[config.mk]
export PLATFORM = sky130hd
export DESIGN_NAME = bplc_ctrl
export DESIGN_NICKNAME = d
export VERILOG_FILES = /design/src/shared/bplc_pkg.sv /design/src/rtl/bplc_volatile_fields.sv /design/src/rtl/bplc_sticky_fields.sv /design/src/rtl/bplc_ctrl.sv
export VERILOG_INCLUDE_DIRS = /design/src /design/src/shared
export SDC_FILE = /design/constraint.sdc
export NUM_CORES = 1
export LEC_CHECK = 0
export BUFFER_PORTS_ARGS = -buffer_cell sky130_fd_sc_hd__buf_2
export CAP_MARGIN = 20
export CORE_MARGIN = 2
export CORE_UTILIZATION = 40
export DETAILED_ROUTE_END_ITERATION = 7
export PLACE_DENSITY = 0.72
export SETUP_SLACK_MARGIN = 0.2
export SYNTH_ARGS = -nofsm -noshare
export SYNTH_HDL_FRONTEND = slang
export SYNTH_SLANG_ARGS = --single-unit
[constraint.sdc]
create_clock -name core_clk -period 2 [get_ports core_clk]
set_input_delay 0.2 -clock core_clk [delete_from_list [all_inputs] [get_ports core_clk]]
set_output_delay 0.2 -clock core_clk [all_outputs]
set_load 0.005 [all_outputs]
[src/shared/bplc_params.svh]
// bplc_params.svh: offsets, field positions and reset values of the general control fields
// assumes a byte-addressed configuration space reached by dword-aligned requests
`ifndef BPLC_PARAMS_SVH
`define BPLC_PARAMS_SVH
`define BPLC_GEN_CTRL_OFFSET 12'h0d4
`define BPLC_CLK_MASK_OFFSET 12'h0d8
`define BPLC_SPR_HI 22
`define BPLC_SPR_LO 20
`define BPLC_RLI_BIT 19
`define BPLC_SEL_HI 18
`define BPLC_SEL_LO 16
`define BPLC_DIL_HI 15
`define BPLC_DIL_LO 13
`define BPLC_VC_BIT 12
`define BPLC_D3S_BIT 11
`define BPLC_BCN_BIT 10
`define BPLC_SPR_RESET 3'h0
`define BPLC_LAT_RESET 3'h0
`define BPLC_CAP_SEL_LO 6
`define BPLC_CAP_DIL_LO 9
`define BPLC_CLK_COUNT 7
`endif

[src/shared/bplc_pkg.sv]
// bplc_pkg: types of the bridge power and link control fields
// assumes the params header is included by users for numbers
package bplc_pkg;
	typedef enum logic [2:0] {
		BPLC_SPR_IGNORE,
		BPLC_SPR_INDICATE,
		BPLC_SPR_CLKSTOP,
		BPLC_SPR_BOTH,
		BPLC_SPR_UNSUP,
		BPLC_SPR_RSV5,
		BPLC_SPR_RSV6,
		BPLC_SPR_RSV7
	} bplc_spr_e;
	typedef struct packed {
		logic [2:0] slot_power_response_select;
		logic read_lookahead_inhibit;
		logic [2:0] standby_exit_latency_field;
		logic [2:0] deep_idle_exit_latency_field;
	} bplc_volatile_s;
	typedef struct packed {
		logic secondary_clock_stop_in_d3;
		logic beacon_select;
	} bplc_sticky_s;
	typedef struct packed {
		logic valid;
		logic [11:0] addr;
		logic write;
		logic [3:0] byte_en;
		logic [31:0] wdata;
	} bplc_cfg_req_s;
	typedef struct packed {
		logic is_config;
		logic is_slot_power_msg;
		logic is_mem_read;
		logic is_mem_read_line;
		logic is_mem_read_multiple;
	} bplc_txn_s;
endpackage

[src/rtl/bplc_volatile_fields.sv]
// bplc_volatile_fields: bits 22:13 of general control, cleared by any of three resets
// assumes config writes arrive as one-cycle strobes with byte enables
`timescale 1ns/1ps
`default_nettype none
`include "bplc_params.svh"
module bplc_volatile_fields (
	input wire logic core_clk,
	input wire logic sys_rst,
	input wire logic link_reset,
	input wire logic global_reset_input,
	input wire logic wr_en,
	input wire logic [3:0] byte_en,
	input wire logic [31:0] wdata,
	output bplc_pkg::bplc_volatile_s fields
);
	bplc_pkg::bplc_volatile_s state_reg, state_next;
	always_comb begin
		state_next = state_reg;
		if (wr_en && byte_en[2]) begin
			state_next.slot_power_response_select = wdata[`BPLC_SPR_HI:`BPLC_SPR_LO];
			state_next.read_lookahead_inhibit = wdata[`BPLC_RLI_BIT];
			state_next.standby_exit_latency_field = wdata[`BPLC_SEL_HI:`BPLC_SEL_LO];
		end
		if (wr_en && byte_en[1]) begin
			state_next.deep_idle_exit_latency_field[2] = wdata[`BPLC_DIL_HI];
			state_next.deep_idle_exit_latency_field[1] = wdata[`BPLC_DIL_HI-1];
		end
		if (wr_en && byte_en[1]) begin
			state_next.deep_idle_exit_latency_field[0] = wdata[`BPLC_DIL_LO];
		end
	end
	always_ff @(posedge core_clk) begin
		if (sys_rst || link_reset || global_reset_input) begin
			state_reg.slot_power_response_select <= `BPLC_SPR_RESET;
			state_reg.read_lookahead_inhibit <= 1'b0;
			state_reg.standby_exit_latency_field <= `BPLC_LAT_RESET;
			state_reg.deep_idle_exit_latency_field <= `BPLC_LAT_RESET;
		end else begin
			state_reg <= state_next;
		end
	end
	assign fields = state_reg;
endmodule // bplc_volatile_fields
`default_nettype wire

[src/rtl/bplc_sticky_fields.sv]
// bplc_sticky_fields: bits 11:10 of general control, kept while on auxiliary power
// assumes aux_power_good low only at a true cold start of the aux well
`timescale 1ns/1ps
`default_nettype none
`include "bplc_params.svh"
module bplc_sticky_fields (
	input wire logic core_clk,
	input wire logic aux_por,
	input wire logic wr_en,
	input wire logic [3:0] byte_en,
	input wire logic [31:0] wdata,
	output bplc_pkg::bplc_sticky_s fields
);
	bplc_pkg::bplc_sticky_s state_reg, state_next;
	always_comb begin
		state_next = state_reg;
		if (wr_en && byte_en[1]) begin
			state_next.secondary_clock_stop_in_d3 = wdata[`BPLC_D3S_BIT];
			state_next.beacon_select = wdata[`BPLC_BCN_BIT];
		end
	end
	always_ff @(posedge core_clk) begin
		if (aux_por) begin
			state_reg <= '0;
		end else begin
			state_reg <= state_next;
		end
	end
	assign fields = state_reg;
endmodule // bplc_sticky_fields
`default_nettype wire

[src/rtl/bplc_ctrl.sv]
// bplc_ctrl: general control bits 22:10 and the actions they steer
// assumes config requests and transaction classes come from the link core, one-cycle strobes
`timescale 1ns/1ps
`default_nettype none
`include "bplc_params.svh"
// Summary of operation
// - slot-power response acts only when slot limit below required power; zero ignores.
// - code 001 with limit exceeded drives the power-exceed indicator only.
// - code 010 with limit exceeded stops clocks chosen by the clock mask.
// - code 011 stops mask-selected clocks and drives the indicator.
// - code 100 answers unsupported to all but config and slot-power messages.
// - inhibit clear makes read, read line and read multiple prefetchable.
// - inhibit set makes only read line and read multiple prefetchable.
// - standby-exit latency field is advertised in capability bits 8:6.
// - standby code 000 below 64 ns, doubling, 111 above 4 us.
// - deep-idle exit latency field is advertised in capability bits 11:9.
// - deep-idle code 000 below 1 us, doubling, 111 above 64 us.
// - virtual-channel present bit is read-only zero.
// - clock-stop bit set stops secondary clocks in D3.
// - wake select clear uses sideband wake; set uses beacon plus wake.
// - bits 22:12 reset by link reset, global reset or power-on reset.
// - D3 clock-stop and wake select bits are sticky on aux power.
module bplc_ctrl (
	input wire logic core_clk,
	input wire logic sys_rst,
	input wire logic link_reset,
	input wire logic global_reset_input,
	input wire logic aux_por,
	input wire bplc_pkg::bplc_cfg_req_s cfg_req,
	input wire bplc_pkg::bplc_txn_s txn,
	input wire logic txn_valid,
	input wire logic slot_power_short,
	input wire logic in_d3,
	input wire logic wake_request,
	output logic [31:0] cfg_rdata,
	output logic cfg_rvalid,
	output logic power_exceed_indicator_pin,
	output logic [`BPLC_CLK_COUNT-1:0] secondary_clock_enable,
	output logic txn_unsupported,
	output logic txn_prefetchable,
	output logic txn_done,
	output logic [2:0] advertised_standby_exit_latency,
	output logic [2:0] advertised_deep_idle_exit_latency,
	output logic virtual_channel_struct_present,
	output logic wake_sideband_out,
	output logic wake_beacon_out
);
	typedef struct packed {
		logic [31:0] rdata;
		logic rvalid;
		logic indicator;
		logic [`BPLC_CLK_COUNT-1:0] clk_en;
		logic [`BPLC_CLK_COUNT-1:0] clk_mask;
		logic unsup;
		logic prefetch;
		logic done;
		logic [2:0] sel_adv;
		logic [2:0] dil_adv;
		logic wake_sb;
		logic wake_bcn;
		logic vc_present;
	} bplc_state_s;
	bplc_state_s st_reg, st_next;
	bplc_pkg::bplc_volatile_s vf;
	bplc_pkg::bplc_sticky_s sf;
	bplc_pkg::bplc_spr_e spr;
	logic gc_wr;
	logic gc_hit;
	logic mask_hit;
	logic exceeded;
	logic stop_by_power;
	logic stop_by_d3;
	logic [31:0] gc_word;

	assign gc_hit = cfg_req.addr == `BPLC_GEN_CTRL_OFFSET;
	assign mask_hit = cfg_req.addr == `BPLC_CLK_MASK_OFFSET;
	assign gc_wr = cfg_req.valid && cfg_req.write && gc_hit;

	bplc_volatile_fields u_volatile (
		.core_clk(core_clk),
		.sys_rst(sys_rst),
		.link_reset(link_reset),
		.global_reset_input(global_reset_input),
		.wr_en(gc_wr),
		.byte_en(cfg_req.byte_en),
		.wdata(cfg_req.wdata),
		.fields(vf)
	);
	bplc_sticky_fields u_sticky (
		.core_clk(core_clk),
		.aux_por(aux_por),
		.wr_en(gc_wr),
		.byte_en(cfg_req.byte_en),
		.wdata(cfg_req.wdata),
		.fields(sf)
	);

	function automatic logic spr_indicates(input bplc_pkg::bplc_spr_e c);
		return (c == bplc_pkg::BPLC_SPR_INDICATE) || (c == bplc_pkg::BPLC_SPR_BOTH);
	endfunction
	function automatic logic spr_stops(input bplc_pkg::bplc_spr_e c);
		return (c == bplc_pkg::BPLC_SPR_CLKSTOP) || (c == bplc_pkg::BPLC_SPR_BOTH);
	endfunction

	always_comb begin
		spr = bplc_pkg::bplc_spr_e'(vf.slot_power_response_select);
		exceeded = slot_power_short;
		gc_word = 32'h0000_0000;
		gc_word[`BPLC_SPR_HI:`BPLC_SPR_LO] = vf.slot_power_response_select;
		gc_word[`BPLC_RLI_BIT] = vf.read_lookahead_inhibit;
		gc_word[`BPLC_SEL_HI:`BPLC_SEL_LO] = vf.standby_exit_latency_field;
		gc_word[`BPLC_DIL_HI:`BPLC_DIL_LO] = vf.deep_idle_exit_latency_field;
		gc_word[`BPLC_VC_BIT] = 1'b0;
		gc_word[`BPLC_D3S_BIT] = sf.secondary_clock_stop_in_d3;
		gc_word[`BPLC_BCN_BIT] = sf.beacon_select;
	end

	always_comb begin
		st_next = st_reg;
		st_next.rvalid = 1'b0;
		st_next.done = 1'b0;
		if (cfg_req.valid && cfg_req.write && mask_hit && cfg_req.byte_en[1]) begin
			st_next.clk_mask = cfg_req.wdata[8 +: `BPLC_CLK_COUNT];
		end
		if (cfg_req.valid && !cfg_req.write) begin
			st_next.rvalid = 1'b1;
			if (gc_hit) begin
				st_next.rdata = gc_word;
			end else if (mask_hit) begin
				st_next.rdata = {16'h0000, 1'b0, st_reg.clk_mask, 8'h00};
			end else begin
				st_next.rdata = 32'h0000_0000;
			end
		end
		st_next.indicator = exceeded && spr_indicates(spr);
		stop_by_power = exceeded && spr_stops(spr);
		stop_by_d3 = in_d3 && sf.secondary_clock_stop_in_d3;
		if (stop_by_d3) begin
			st_next.clk_en = '0;
		end else if (stop_by_power) begin
			st_next.clk_en = ~st_reg.clk_mask;
		end else begin
			st_next.clk_en = '1;
		end
		if (txn_valid) begin
			st_next.done = 1'b1;
			// unsupported except config and slot messages
			st_next.unsup = exceeded && (spr == bplc_pkg::BPLC_SPR_UNSUP) && !txn.is_config
				&& !txn.is_slot_power_msg;
			st_next.prefetch = txn.is_mem_read_line || txn.is_mem_read_multiple
				|| (txn.is_mem_read && !vf.read_lookahead_inhibit);
		end
		st_next.sel_adv = vf.standby_exit_latency_field;
		st_next.dil_adv = vf.deep_idle_exit_latency_field;
		st_next.wake_sb = wake_request;
		st_next.wake_bcn = wake_request && sf.beacon_select;
		st_next.vc_present = 1'b0;
	end

	always_ff @(posedge core_clk) begin
		if (sys_rst || link_reset || global_reset_input) begin
			st_reg <= '0;
			st_reg.clk_en <= '1;
		end else begin
			st_reg <= st_next;
		end
	end

	assign cfg_rdata = st_reg.rdata;
	assign cfg_rvalid = st_reg.rvalid;
	assign power_exceed_indicator_pin = st_reg.indicator;
	assign secondary_clock_enable = st_reg.clk_en;
	assign txn_unsupported = st_reg.unsup;
	assign txn_prefetchable = st_reg.prefetch;
	assign txn_done = st_reg.done;
	assign advertised_standby_exit_latency = st_reg.sel_adv;
	assign advertised_deep_idle_exit_latency = st_reg.dil_adv;
	assign virtual_channel_struct_present = st_reg.vc_present;
	assign wake_sideband_out = st_reg.wake_sb;
	assign wake_beacon_out = st_reg.wake_bcn;
endmodule // bplc_ctrl
`default_nettype wire

# Yosys cells after proc, flatten, opt, wreduce, memory -nomap -nowiden
# Cells that the tools add are included.
[op_classes]
eq_ne = 6
mux = 6
bitwise_logic = 1
reduce_logical = 25
[op_table]
columns = ["operator", "count"]
rows = [
  ["two-way mux 33 bit", 1],
  ["== test 12 x 8 -> 1 bit (second input constant)", 2],
  ["two-way mux 23 bit", 1],
  ["logical AND 1 bit", 15],
  ["two-way mux 15 bit", 1],
  ["two-way mux 7 bit", 2],
  ["NOT 7 bit", 1],
  ["== test 3 x 2 -> 1 bit (second input constant)", 2],
  ["logical OR 1 bit", 6],
  ["zero test 1 bit", 4],
  ["== test 3 x 1 -> 1 bit (second input constant)", 1],
  ["== test 3 bit (second input constant)", 1],
  ["two-way mux 3 bit", 1],
]
[totals]
ff_bits = 72
in_bits = 64
output_inout_bits = 53
elab_cells = 57

# Longest topological paths before layout
[depth]
ltp_word = 5
depth_mapped = 5
mapped_depth_nobuf = 4

# Cells and area by module
# A second synthesis with hierarchy kept.
[unflattened]
cells_unflattened = 267
hier_area_um2 = 2467.4
[modules_own_cells]
columns = ["mod", "n_inst", "cells_per_inst", "area_per_inst_um2", "seq_area_each_um2"]
rows = [
  ["bplc_ctrl", 1, 214, 1913.1, 840.8],
  ["bplc_volatile_fields", 1, 45, 474.2, 200.2],
  ["bplc_sticky_fields", 1, 8, 80.1, 40.0],
]

# Least setup slack after synthesis
# No wires, ideal clock.
[synth_timing]
kind = "input to register"
startpoint = "input cfg_req[46] in the netlist's numbering"
endpoint = "register st_reg[18] in the netlist's numbering"
setup_ps = 128
t_arrival_ps = 1654
t_required_ps = 1872
slack_ps = 218
path_stages = 5
n_path_buf = 1
path_cell_list = "or4_4 > buf_6 > nor4_4 > mux2i_1 > nor2_1"
[synth_between]
elab_chain_len = 3
[synth_rtl]
columns = ["element", "line", "text"]
rows = [
  ["start, declared", "bplc_ctrl.sv:29", "input wire bplc_pkg::bplc_cfg_req_s cfg_req,"],
  ["== test 12 x 8 -> 1 bit (no source line)", "n/a", ""],
  ["logical AND 1 bit (2 in a row)", "bplc_ctrl.sv:122", "if (cfg_req.valid && cfg_req.write && mask_hit && cfg_req.byte_en[1]) begin"],
  ["end signal, assigned", "bplc_ctrl.sv:165", "st_reg <= st_next;"],
  ["end, declared", "bplc_ctrl.sv:63", "bplc_state_s st_reg, st_next;"],
]
# Every way passes these cells.
# A chain may end at the register's enable or synchronous reset.

# Worst setup path in the final report
# Ends and elaborated chain as after synthesis.

==> metrics.cfg <==
[detailed_routing]
first_iter_violations=56
ant_nets=0
drt-vias-per-instance=4.57
vias=1743
drc=0
routed_wl_mm=4.62
drtPass1Iterations=4
post_drt_wl_per_cell_um=12.1

[critical_path]
cp_slowest_cell=or4_4
cpPeakStageDelay_ps=620
worstPathRequired_ps=2150
cp_data_arrival_time_ps=1680
crit_chain=buf_2 -> or4_4 -> nor4_4 -> buf_12 -> mux2i_1 -> nor2_1
path_class=in2reg
crit_path_start_kind=primary input
crit_path_end_kind=flop
cp_max_fo=7

[die]
num_rows=28
io_pins=117
core_region_area_mm2=0.00582
initial_core_util_pct=40.8
die_x_um=81.1
die-area_mm2=0.00657
dieHeight_um=81.1

[synth]
syn_area_mm2=0.00237
syn_inst=251
synth.area.mux_share_pct=8.01
synth_top_family_by_area=simple AND/OR/NAND/NOR gates
syn_area_per_cell_um2=9.46
synth-xor-area-share_pct=0
synth.top_cell.area_share_pct=45.5
synth_compound_area_share_pct=6.90
yosysSeqAreaShare_pct=45.5
yosys.area_share.simple_pct=22.7
synth_cell_type_count=31
synth_fa_ha_area_share_pct=0
synth_area_leaders=dfxtp_1 46%, buf_4 15%, mux2i_1 8.0%, nor2_1 3.6%, nor4_4 3.6%
synth_warnings=0
synth-seq-cells=54
yosysTopAreaCell=dfxtp_1

[timing]
final.setup.tns_ps=0
min_period_over_period_pct=76.5
worst_pin_slew_ps=817
rsz0062_at_grt=false
relSlewSlack_pct=45.5
skew_ps=6.87
max_freq_mhz=654
hold_viol=0
finalWorstPathRequiredPeriod_ps=1530
setup_viol=0
slew_viol_final=0
whs_ps=71.8

[global_routing]
grt_max_degree=35
antenna_found_initial=0
overflow=0
grt_pass1_wl_mm=6.79
grt_pass1_vias=1523
grt_usage_pct=13.7

[pwr]
p_int_mw=1.50
vdd_drop_max_mv=0.324
leakagePower_nw=1.23
power_frac_comb_pct=5.9
netSwitchingPower_mw=0.396
switching_share_pct=20.9
clockPowerShare_pct=37.2
pwr_density_cell_mw_per_mm2=693
power_mw=1.90
p_seq_share_pct=56.9

[hold_path]
hp-class=in2reg

[clock_network]
hold_buffers=0
htree_levels=2
cts.sinks=54
cts_buffer_depth=2
clk_pin_slew_ps=90
cts_buffers=5
post-cts-setup-buffers=0
postCtsResizedCells=0
cts-root-buf=clkbuf_8
cts_tree=built
clk_latency_ps=290

[layout]
syn2layout_area_growth_pct=15.1
drive_gt1_share_pct=33.7
nNetsFinal=369
multi_input_area_um2=965
fillerInstances=589
diodes=0
largest_reg_flops=15
seqCellArea_mm2=0.00108

[placement]
port_buffers=79
place_congestion=0.721
dp_hpwl_mm=3.49

[run]
drv_cap=0

[run_status]
outcome=finished, final reports clean

[critical path, delay by kind of cell]
kind,cells,cell delay [ps]
buffers and inverters,2,270
and+or+nand+nor,3,1010
muxes,1,190
[kinds of logic (layout without fill, tap and decap cells)]
kind of cell	after synthesis	in the layout
AND/OR/NAND/NOR	92	92
buffers and inverters	58	96
flip-flops	54	54
AO/OA/AOI/OAI	27	27
multiplexers	19	19
other	1	18
[synthesized netlist by cell type]
| library cell | n |
|---|---|
| or4b_2 | 1 |
| a21o_1 | 7 |
| buf_4 | 46 |
| inv_1 | 1 |
| nor4_2 | 1 |
| and3b_1 | 1 |
| nor3_1 | 2 |
| and2_1 | 8 |
| nor4_4 | 4 |
| nand3_1 | 16 |
| o21ai_0 | 10 |
| nand4b_1 | 2 |
| nor4b_1 | 1 |
| clkbuf_1 | 10 |
| nor2_1 | 23 |
| or4b_1 | 1 |
| conb_1 | 1 |
| nor4_1 | 1 |
| and3_1 | 1 |
| nor2b_1 | 2 |
| nand2b_1 | 4 |
| or4_4 | 1 |
| buf_6 | 1 |
| a21oi_1 | 7 |
| or3_1 | 1 |
| nand2_1 | 20 |
| or2_2 | 1 |
| a221oi_1 | 3 |
| mux2i_1 | 19 |
| and4b_1 | 1 |
| dfxtp_1 | 54 |
[power by group through the flow]
stage                     Clock (mW)  Combinational [mW]  Sequential [mW]
after floorplan                    0              0.0767             1.10
after global placement             0               0.110             1.10
after detailed placement           0               0.112             1.10
after CTS                      0.732               0.113             1.08
after global routing           0.768               0.125             1.08
final                          0.705               0.112             1.08
[path summary, 6_finish.rpt]
check             slack [ps]  cells after the start                                    to                              start
setup / recovery         470                      6               st_reg[18]$_SDFFE_PP0P_                        cfg_req[46]
hold / removal            70                      2       u_sticky.fields[1]$_SDFFE_PP0P_                            aux_por
setup reg to reg         900                      3  secondary_clock_enable[2]$_SDFF_PP1_  u_volatile.fields[9]$_SDFFE_PP0P_
hold reg to reg          450                      2             cfg_rdata[9]$_SDFFE_PP0P_          cfg_rdata[9]$_SDFFE_PP0P_
[cells in the final DEF (no fill, tap or decap), drive strengths merged, types with 2 or more instances in the layout]
cell type   n
nor2b       2
a21o        7
mux2i      19
nor2       23
nor4        6
or4b        2
nand2b      4
clkbuf      6
nand4b      2
nand2      20
dfxtp      54
nand3      16
buf        87
and2        8
o21ai      10
a21oi       7
conb       18
a221oi      3
nor3        2
[layer usage]
layer / track usage [%] / vias up / part of all wire [%]
met2: 22.7 / 55 / 49
met3: 4.00 / 2 / 5.9
met4: 4.41 / 0 / 0.69
li1: - / 894 / -
met1: 17.0 / 792 / 44
met5: 0 / - / 0
[layout make-up]
class                      count  share of cell area (%)
sequential                    54                    39.5
multi-input combinational    156                    35.3
timing repair buffer          87                    17.6
tap                           75                    3.43
clock buffer                   6                    2.65
clock inverter                 2                    1.37
inverter                       1                   0.137
[through the flow]
stage	util, %	setup slack [ps]	area, um^2	cells
finish	47.0	470	2730	381
global route	47.0	383	2730	381
CTS	47.0	486	2730	381
detailed placement	45.1	173	2620	373
global placement	45.1	197	2620	373
floorplan	-	218	2440	268
Power figures use the tool's default switching activity.
